$ cat config.mk
export PLATFORM = sky130hd
export DESIGN_NAME = fbm_top
export DESIGN_NICKNAME = d
export VERILOG_FILES = /design/src/shared/fbm_pkg.sv /design/src/rtl/fbm_top.sv
export SDC_FILE = /design/constraint.sdc
export NUM_CORES = 1
export LEC_CHECK = 0
export BUFFER_PORTS_ARGS = -buffer_cell sky130_fd_sc_hd__buf_2
export CORE_MARGIN = 2
export CORE_UTILIZATION = 25
export CTS_CLUSTER_SIZE = 20
export DETAILED_ROUTE_END_ITERATION = 16
export PLACE_DENSITY = 0.37
export SETUP_SLACK_MARGIN = 0.2
export SLEW_MARGIN = 20
export SYNTH_ARGS = -nofsm -noshare
export SYNTH_HDL_FRONTEND = slang
export SYNTH_SLANG_ARGS = --single-unit
export TNS_END_PERCENT = 10
$ cat constraint.sdc
create_clock -name sys_clk -period 8.15 [get_ports sys_clk]
set_input_delay 0.4075 -clock sys_clk [delete_from_list [all_inputs] [get_ports sys_clk]]
set_output_delay 0.4075 -clock sys_clk [all_outputs]
set_load 0.05 [all_outputs]
$ cat src/shared/fbm_pkg.sv
package fbm_pkg;

  // ----------------------------------------------------------------
  // Register map (byte addresses, one 32-bit word each)
  // ----------------------------------------------------------------
  localparam logic [7:0] ADDR_COMMAND = 8'h00;
  localparam logic [7:0] ADDR_ARG = 8'h04;
  localparam logic [7:0] ADDR_WDATA = 8'h08;
  localparam logic [7:0] ADDR_STATUS = 8'h0C;
  localparam logic [7:0] ADDR_FW_STATUS = 8'h10;
  localparam logic [7:0] ADDR_FEATURES = 8'h14;
  localparam logic [7:0] ADDR_COMPLETE = 8'h18;
  localparam logic [7:0] ADDR_CONFIG = 8'h1C;
  localparam logic [7:0] ADDR_BLOCK_ADDR = 8'h20;

  // ----------------------------------------------------------------
  // Command identifiers
  // ----------------------------------------------------------------
  localparam logic [15:0] CMD_FEATURES = 16'h0041;
  localparam logic [15:0] CMD_FW_INFO = 16'h0100;
  localparam logic [15:0] CMD_START = 16'h0101;
  localparam logic [15:0] CMD_ABORT = 16'h0102;
  localparam logic [15:0] CMD_WRITE_LOCAL = 16'h0103;
  localparam logic [15:0] CMD_WRITE_EXT = 16'h0104;
  localparam logic [15:0] CMD_COMPLETE = 16'h0107;
  localparam logic [15:0] CMD_COPY = 16'h0108;
  localparam logic [15:0] CMD_RUN = 16'h0109;
  localparam logic [15:0] CMD_COMMIT = 16'h010A;

  // ----------------------------------------------------------------
  // Status codes, feature values, block sizes
  // ----------------------------------------------------------------
  localparam logic [7:0] ST_IDLE = 8'h00;
  localparam logic [7:0] ST_SUCCESS = 8'h01;
  localparam logic [7:0] ST_BUSY = 8'h80;
  localparam logic [7:0] ST_FAIL_UNKNOWN = 8'h41;
  localparam logic [7:0] ST_FAIL_STATE = 8'h42;
  localparam logic [7:0] ST_FAIL_PARAM = 8'h43;
  localparam logic [7:0] ST_FAIL_VALID = 8'h45;
  localparam logic [7:0] HEADER_LEN = 8'h70;
  localparam logic [7:0] ERASED_BYTE = 8'hFF;
  localparam logic [15:0] LOCAL_BLOCK_MAX = 16'h0074;
  localparam logic [15:0] EXT_BLOCK_MAX = 16'h0800;
  localparam logic [7:0] WORD_BYTES = 8'h04;
  localparam int EXEC_NS = 20;
  localparam int CLK_PERIOD_NS = 5;
  localparam int EXEC_CYCLES = (EXEC_NS + CLK_PERIOD_NS - 1) / CLK_PERIOD_NS;

  // ----------------------------------------------------------------
  // Field positions
  // ----------------------------------------------------------------
  localparam int NIB_RUN = 0;
  localparam int NIB_COMMIT = 1;
  localparam int NIB_INVALID = 2;
  localparam int CFG_EXT_SEL = 0;
  localparam int CFG_UPDATE_EN = 1;

  typedef enum logic [1:0] {
    FBM_BANK_A,
    FBM_BANK_B,
    FBM_BANK_FACTORY
  } fbm_bank_t;

  // Register bus request
  typedef struct packed {
    logic [7:0] addr;
    logic [31:0] wdata;
    logic wr;
    logic rd;
  } fbm_bus_req_t;

  // Persistent per-bank image state
  typedef struct packed {
    logic [1:0] valid;
    logic [1:0] committed;
    fbm_bank_t running;
  } fbm_image_state_t;

endpackage

$ cat src/rtl/fbm_top.sv
// Design decisions made here: the register addresses and the strobed register port.
`timescale 1ns/1ps
module fbm_top (
  // Clock and reset
  input wire logic sys_clk,
  input wire logic reset,
  // Register port
  input wire fbm_pkg::fbm_bus_req_t bus_req,
  output logic [31:0] bus_rdata,
  // Persistent store image, loaded at power-up
  input wire fbm_pkg::fbm_image_state_t nv_state_in,
  output fbm_pkg::fbm_image_state_t nv_state_out,
  // Completion flag, one-cycle pulse
  output logic cmd_done
);
  import fbm_pkg::*;

  typedef enum logic [1:0] {
    FBM_ST_IDLE,
    FBM_ST_EXEC,
    FBM_ST_REPORT
  } fbm_fsm_t;

  // ----------------------------------------------------------------
  // Decode helpers
  // ----------------------------------------------------------------
  function automatic logic is_write_cmd(input logic [15:0] id);
    return (id == CMD_WRITE_LOCAL) || (id == CMD_WRITE_EXT);
  endfunction

  function automatic logic [3:0] nibble(input fbm_image_state_t s,
                                        input logic b);
    logic [3:0] n;
    n = 4'h0;
    n[NIB_RUN] = (s.running == fbm_bank_t'({1'b0, b}));
    n[NIB_COMMIT] = s.committed[b];
    n[NIB_INVALID] = ~s.valid[b];
    return n;
  endfunction

  fbm_fsm_t state_reg;
  fbm_image_state_t img_reg;
  logic loaded_reg;
  logic [15:0] cmd_reg;
  logic [31:0] arg_reg;
  logic [7:0] status_reg;
  logic [7:0] status_next;
  logic [3:0] exec_cnt_reg;
  logic dl_active_reg;
  logic dl_bank_reg;
  logic dl_ok_reg;
  logic [31:0] blk_addr_reg;
  logic [1:0] cfg_reg;
  logic done_reg;
  logic [31:0] rdata_reg;
  logic [31:0] wdata_reg;
  logic [15:0] blk_max;
  logic cmd_go;
  logic [7:0] fw_status;

  assign cmd_go = bus_req.wr && (bus_req.addr == ADDR_COMMAND)
                  && (state_reg == FBM_ST_IDLE);
  assign blk_max = cfg_reg[CFG_EXT_SEL] ? EXT_BLOCK_MAX : LOCAL_BLOCK_MAX;
  assign fw_status = {nibble(img_reg, 1'b1), nibble(img_reg, 1'b0)};

  // ----------------------------------------------------------------
  // Command sequencer
  // ----------------------------------------------------------------
  // Command capture and execution pacing; busy commands are dropped
  always_ff @(posedge sys_clk or posedge reset) begin
    if (reset) begin
      state_reg <= FBM_ST_IDLE;
      cmd_reg <= 16'h0000;
      exec_cnt_reg <= 4'h0;
    end else begin
      case (state_reg)
        FBM_ST_IDLE: begin
          // Only an idle sequencer takes a command; busy writes are lost
          if (cmd_go) begin
            cmd_reg <= bus_req.wdata[15:0];
            exec_cnt_reg <= 4'(EXEC_CYCLES);
            state_reg <= FBM_ST_EXEC;
          end
        end
        FBM_ST_EXEC: begin
          // Fixed pacing stands in for the real execution time
          if (exec_cnt_reg <= 4'h1) begin
            state_reg <= FBM_ST_REPORT;
          end else begin
            exec_cnt_reg <= exec_cnt_reg - 4'h1;
          end
        end
        FBM_ST_REPORT: state_reg <= FBM_ST_IDLE;
        default: state_reg <= FBM_ST_IDLE;
      endcase
    end
  end

  // Argument and data words, latched whenever written
  // Data word is only held for readback; no image store sits behind it
  always_ff @(posedge sys_clk or posedge reset) begin
    if (reset) begin
      arg_reg <= 32'h0000_0000;
      wdata_reg <= 32'h0000_0000;
      cfg_reg <= 2'b10;
    end else if (bus_req.wr) begin
      if (bus_req.addr == ADDR_ARG) arg_reg <= bus_req.wdata;
      if (bus_req.addr == ADDR_WDATA) wdata_reg <= bus_req.wdata;
      if (bus_req.addr == ADDR_CONFIG) cfg_reg <= bus_req.wdata[1:0];
    end
  end

  // ----------------------------------------------------------------
  // Result of the current command
  // ----------------------------------------------------------------
  // Verdict settles during execution; a refusal changes no state, except that a complete failing validation ends the session
  always_comb begin
    status_next = ST_SUCCESS;
    case (cmd_reg)
      CMD_FEATURES, CMD_FW_INFO: status_next = ST_SUCCESS;
      CMD_START: begin
        if (!cfg_reg[CFG_UPDATE_EN] || dl_active_reg) begin
          status_next = ST_FAIL_STATE;
        end else if (arg_reg[0] == img_reg.running[0]
                     && img_reg.running != FBM_BANK_FACTORY) begin
          status_next = ST_FAIL_PARAM; // Never erase the running bank
        end
      end
      CMD_WRITE_LOCAL, CMD_WRITE_EXT: begin
        if (!dl_active_reg) begin
          status_next = ST_FAIL_STATE;
        end else if ((cmd_reg == CMD_WRITE_EXT) != cfg_reg[CFG_EXT_SEL]
                     || arg_reg[15:0] > blk_max) begin
          status_next = ST_FAIL_PARAM;
        end
      end
      CMD_ABORT: begin
        if (!dl_active_reg) status_next = ST_FAIL_STATE;
      end
      CMD_COMPLETE: begin
        if (!dl_active_reg) begin
          status_next = ST_FAIL_STATE;
        end else if (!dl_ok_reg) begin
          status_next = ST_FAIL_VALID;
        end
      end
      CMD_COPY: begin
        if (dl_active_reg || !img_reg.valid[arg_reg[0]]) begin
          status_next = ST_FAIL_STATE;
        end
      end
      CMD_RUN, CMD_COMMIT: begin
        if (arg_reg[0] ? !img_reg.valid[1] : !img_reg.valid[0]) begin
          status_next = ST_FAIL_STATE;
        end
      end
      default: status_next = ST_FAIL_UNKNOWN;
    endcase
  end

  // Status is written one cycle before the completion pulse
  always_ff @(posedge sys_clk or posedge reset) begin
    if (reset) begin
      status_reg <= ST_IDLE;
      done_reg <= 1'b0;
    end else begin
      // Flag trails the status by one edge so software never sees it early
      done_reg <= (state_reg == FBM_ST_REPORT);
      if (cmd_go) begin
        status_reg <= ST_BUSY;
      end else if (state_reg == FBM_ST_EXEC && exec_cnt_reg <= 4'h1) begin
        status_reg <= status_next;
      end
    end
  end

  // ----------------------------------------------------------------
  // Download session
  // ----------------------------------------------------------------
  // Sessions end only via complete or abort, either outcome
  always_ff @(posedge sys_clk or posedge reset) begin
    if (reset) begin
      dl_active_reg <= 1'b0;
      dl_bank_reg <= 1'b0;
      dl_ok_reg <= 1'b0;
      blk_addr_reg <= 32'h0000_0000;
    end else if (state_reg == FBM_ST_REPORT
                 && status_reg == ST_SUCCESS) begin
      case (cmd_reg)
        CMD_START: begin
          dl_active_reg <= 1'b1;
          dl_bank_reg <= arg_reg[0];
          dl_ok_reg <= 1'b0;
          blk_addr_reg <= 32'h0000_0000;
        end
        CMD_ABORT, CMD_COMPLETE: dl_active_reg <= 1'b0;
        default: begin
          // A block counts as good only with a zero upper argument half
          if (is_write_cmd(cmd_reg)) begin
            dl_ok_reg <= dl_ok_reg || (arg_reg[31:16] == 16'h0000);
            blk_addr_reg <= blk_addr_reg + {16'h0000, arg_reg[15:0]};
          end
        end
      endcase
    end else if (state_reg == FBM_ST_REPORT && cmd_reg == CMD_COMPLETE
                 && status_reg == ST_FAIL_VALID) begin
      dl_active_reg <= 1'b0;
    end
  end

  // ----------------------------------------------------------------
  // Bank administration
  // ----------------------------------------------------------------
  // Power-up picks the committed bank; persistent copy sampled on release
  always_ff @(posedge sys_clk or posedge reset) begin
    if (reset) begin
      img_reg <= '0;
      loaded_reg <= 1'b0;
    end else if (!loaded_reg) begin
      loaded_reg <= 1'b1;
      img_reg <= nv_state_in;
      if (nv_state_in.committed[1] && nv_state_in.valid[1]) begin
        img_reg.running <= FBM_BANK_B;
      end else if (nv_state_in.committed[0] && nv_state_in.valid[0]) begin
        img_reg.running <= FBM_BANK_A;
      end else begin
        // A committed bank that is not valid falls back to factory
        img_reg.running <= FBM_BANK_FACTORY;
      end
    end else if (state_reg == FBM_ST_REPORT
                 && status_reg == ST_SUCCESS) begin
      case (cmd_reg)
        CMD_START: img_reg.valid[arg_reg[0]] <= 1'b0;
        CMD_COMPLETE: img_reg.valid[dl_bank_reg] <= 1'b1;
        CMD_COPY: img_reg.valid[~arg_reg[0]] <= 1'b1;
        CMD_RUN: img_reg.running <= fbm_bank_t'({1'b0, arg_reg[0]});
        CMD_COMMIT: begin
          img_reg.committed <= arg_reg[0] ? 2'b10 : 2'b01;
        end
        default: img_reg <= img_reg;
      endcase
    end
  end

  // ----------------------------------------------------------------
  // Read path and outputs
  // ----------------------------------------------------------------
  // Data live for one cycle only, so a stale word never lingers
  always_ff @(posedge sys_clk or posedge reset) begin
    if (reset) begin
      rdata_reg <= 32'h0000_0000;
    end else if (bus_req.rd) begin
      case (bus_req.addr)
        ADDR_COMMAND: rdata_reg <= {16'h0000, cmd_reg};
        ADDR_ARG: rdata_reg <= arg_reg;
        ADDR_WDATA: rdata_reg <= wdata_reg;
        ADDR_STATUS: rdata_reg <= {24'h00_0000, status_reg};
        ADDR_FW_STATUS: rdata_reg <= {24'h00_0000, fw_status};
        ADDR_FEATURES: begin
          // Top bit replaces the size's top bit, which is always zero
          rdata_reg <= {cfg_reg[CFG_UPDATE_EN], EXT_BLOCK_MAX[14:0],
                        ERASED_BYTE, HEADER_LEN};
        end
        ADDR_COMPLETE: rdata_reg <= {31'h0000_0000, dl_active_reg};
        ADDR_CONFIG: rdata_reg <= {30'h0000_0000, cfg_reg};
        ADDR_BLOCK_ADDR: rdata_reg <= blk_addr_reg;
        default: rdata_reg <= 32'h0000_0000;
      endcase
    end else begin
      rdata_reg <= 32'h0000_0000;
    end
  end

  // Every output comes straight from its register
  assign bus_rdata = rdata_reg;
  assign cmd_done = done_reg;
  assign nv_state_out = img_reg;
endmodule

==> impl_metrics.toml <==
[grt]
grt_use_met2 = 0.2487
grt_pass1_vias = 6769
largest_net_degree_at_the_start_of_global_routing = 76
gr-usage-met3 = 0.02361
grt_util_met1 = 0.2377
globalRouteOverflowTotal = 0
antenna_found_initial = 0
grt_pass1_wl_um = 43480
global_route.peak_usage_layer = "met2"
grt_usage = 0.1612

[timing]
hold_viol = 0
setup_repair_after_global_routing_missed_its_margin = "false"
finalCritPeriodShare = 0.4113
maxSlewViolCount = 0
fin_hold_ws_ps = 79.96
timing.setup.tns_ps = 0
timing.fmax_mhz = 298.3
finalWorstPathRequiredPeriod_ps = 3352
final_critical_path_setup_slack_ps = 4798
setup_viol_count_final = 0
actual_transition_at_the_worst_max_transition_pin_ps = 1124
max_slew_margin = 0.2482
finClkSkew_ps = 11.23

[synthesis]
yosys-mux-area-fraction = 0.1204
synth-compound-area-share = 0.1474
synth_top_family_by_area = "simple AND/OR/NAND/NOR gates"
synth.avg_cell_area_um2 = 10.74
ys_warn_count = 0
synthesis.nets = 876
number_of_enable_flip_flop_cells_after_synthesis = 0
cell_types_occupying_the_most_area_after_synthesis = "dfrtp_1 (48%), mux2_2 (11%), ha_1 (3.3%), a21oi_1 (3.2%), a222oi_1 (2.9%)"
synth_xor_xnor_area_share = 0.02846
synthesis.area_um2 = 8617
post-synth-top-area-fraction = 0.4850
postSynthCellCount = 802
share_of_synthesized_area_occupied_by_flip_flops_and_latches = 0.4880
async_flop_share = 1.000
post_synth_and_or_nand_nor_area_fraction = 0.1529
synth_seq_cells = 168
postSynth.topFlopCell = "dfrtp_1"
netlist.top_cell.by_area = "dfrtp_1"
synthMostInstantiatedCell = "dfrtp_1"
library_cells_used_by_synthesis = 71
post_synth_fa_ha_maj_area_fraction = 0.03572
synth.top_cells.by_count = "dfrtp_1 (167), mux2_2 (85), nand2_1 (64)"

[clock_network]
total_cts_buffers = 17
worst_skew_pair.late_latency_ps = 440
cts_max_path_buffers = 2
post_cts.repair.setup_buffers = 0
number_of_buffers_added_to_fix_hold_violations_after_cts = 0
cts.root.buffer_cell = "clkbuf_16"
ctsResizeCount = 0
cts.sinks = 168
ctsHtreeMaxLevel = 4
clk_transition_reported_paths_ps = 70
tritoncts = "built"

[floorplanning]
fp.dieArea_um2 = 35970
fp.dieW_um = 189.7
start_util = 0.2557
floorplan.die.height_um = 189.7
row_count = 67
design.portCount = 89
core_area_um2 = 33700

[power_and_ir_drop]
power.density_cell_area_nw_per_um2 = 183.6
power.sequential.fraction = 0.477
peakVddDrop_mv = 0.1344
total_switching_power_mw = 0.5122
power.combinational.fraction = 0.077
power_report.internal_total_mw = 1.349
power.clock.fraction = 0.446
p_sw_frac = 0.2751
total_power_mw = 1.862
cellLeakagePower_nw = 4.664

[placement]
routabilityCongestion = 0.8044
place_worst_setup_slack_ps = 4283
dp.final_hpwl_um = 19560
placement.cell_area_um2 = 9555
numPortBuffers = 86
post-place-cells = 1308

[cells_and_area]
area_occupied_by_multi_input_gates_um2 = 4215
fill_cell_total_of_the_finished_layout = 3547
post-route-util = 0.3009
postLayoutCellArea_um2 = 10140
num_antenna_cells = 0
area.sequential_um2 = 4205
design.final.nets = 953
layout-drive-gt1-share = 0.2724
stdcell_count = 1340
layout-area-overhead-vs-synth_pct = 17.67

[drt]
drc = 0
vias = 6644
totalWireLength_um = 28100
wl_per_cell_um = 20.97
antenna_violating_nets_post_route = 0
vias_per_cell = 4.958
drt_first_iter_violations = 535
detail_route.first_pass.iterations = 6

[worst_setup_path]
endpoint_arrival_time_on_the_critical_path_ps = 3670
reg2reg_to = "nv_state_out[5]"
critPathCaptureType = "register"
flop_to_flop_setup_slack_ps = 4940
worst_path_required_ps = 8460
worstPathMaxFanout = 32
timing.reg2reg.worst_path_depth = 7
worstReg2RegStart = "cmd_reg[15]"
start_kind = "primary input"
worst-setup-path-type = "primary input to register"

[hold_path]
class_of_the_most_critical_hold_timing_path = "primary input to asynchronous set/reset pin"

[status]
run_status = "finished, final reports clean"

[job]
max_cap_viol_count = 0
[how the worst max path moves through the flow]
stage,depth (start not counted),from,slack (ps),to
after floorplan,1,reset,3200,arg_reg[0]
after global placement,7,bus_req[35],4290,arg_reg[12]
after detailed placement,7,bus_req[35],4280,arg_reg[0]
after CTS,7,bus_req[35],4720,arg_reg[25]
after global routing,7,bus_req[35],4480,arg_reg[9]
final,7,bus_req[35],4800,arg_reg[15]
[worst max-delay path, cell delays in order]
cell,delay (ps)
buf_2,100
nor4_1,570
nand2b_1,270
nor3_2,180
and2_1,730
nand2_2,860
mux2_2,540
[cells in the final DEF (no fill, tap or decap), drive strengths merged, types with 6 or more instances in the layout]
cell type / netlist / final
inv: 19 / 22
ha: 23 / 23
nor4: 16 / 16
nand3: 14 / 14
nor2: 65 / 65
and2: 15 / 15
a221oi: 6 / 6
dfrtp: 167 / 167
a31oi: 6 / 6
clkbuf: 21 / 18
clkinv: 0 / 9
xnor2: 12 / 12
buf: 16 / 95
xor2: 16 / 16
a21oi: 55 / 55
o21ai: 47 / 47
nor3: 13 / 13
nor2b: 9 / 9
or3: 6 / 6
and3: 7 / 7
o31ai: 9 / 9
a222oi: 25 / 25
mux2: 85 / 85
nand2b: 13 / 13
nand2: 64 / 64
mux2i: 8 / 8
[power by group through the flow]
stage / sequential (mW) / clock (mW) / combinational [mW]
after floorplan: 0.899 / 0 / 0.0866
after global placement: 0.904 / 0 / 0.146
after detailed placement: 0.904 / 0 / 0.147
after CTS: 0.888 / 0.853 / 0.147
after global routing: 0.892 / 0.884 / 0.161
final: 0.888 / 0.829 / 0.144
[area by class of cell]
type | count | area share
repair buffers | 95 | 0.04911
clock buffers | 18 | 0.04331
clock inverters | 14 | 0.01431
well taps | 448 | 0.05528
inverters | 19 | 0.007527
flip-flops and latches | 168 | 0.4147
multi-input cells | 578 | 0.4157
[kinds of logic (layout without fill, tap and decap cells)]
group	after synthesis	count (layout)
mux	93	93
simple gates	249	249
xor+xnor	28	28
fa+ha+maj	24	24
compound gates	183	183
buf+inv	56	146
flops	168	168
other cells	1	1
[per-layer routing]
layer,part of all wire,vias to the layer above
met5,0,-
met4,0.011,0
met3,0.038,19
met2,0.45,178
met1,0.50,3338
li1,-,3109
No activity file was read; power rests on OpenSTA's default activity.
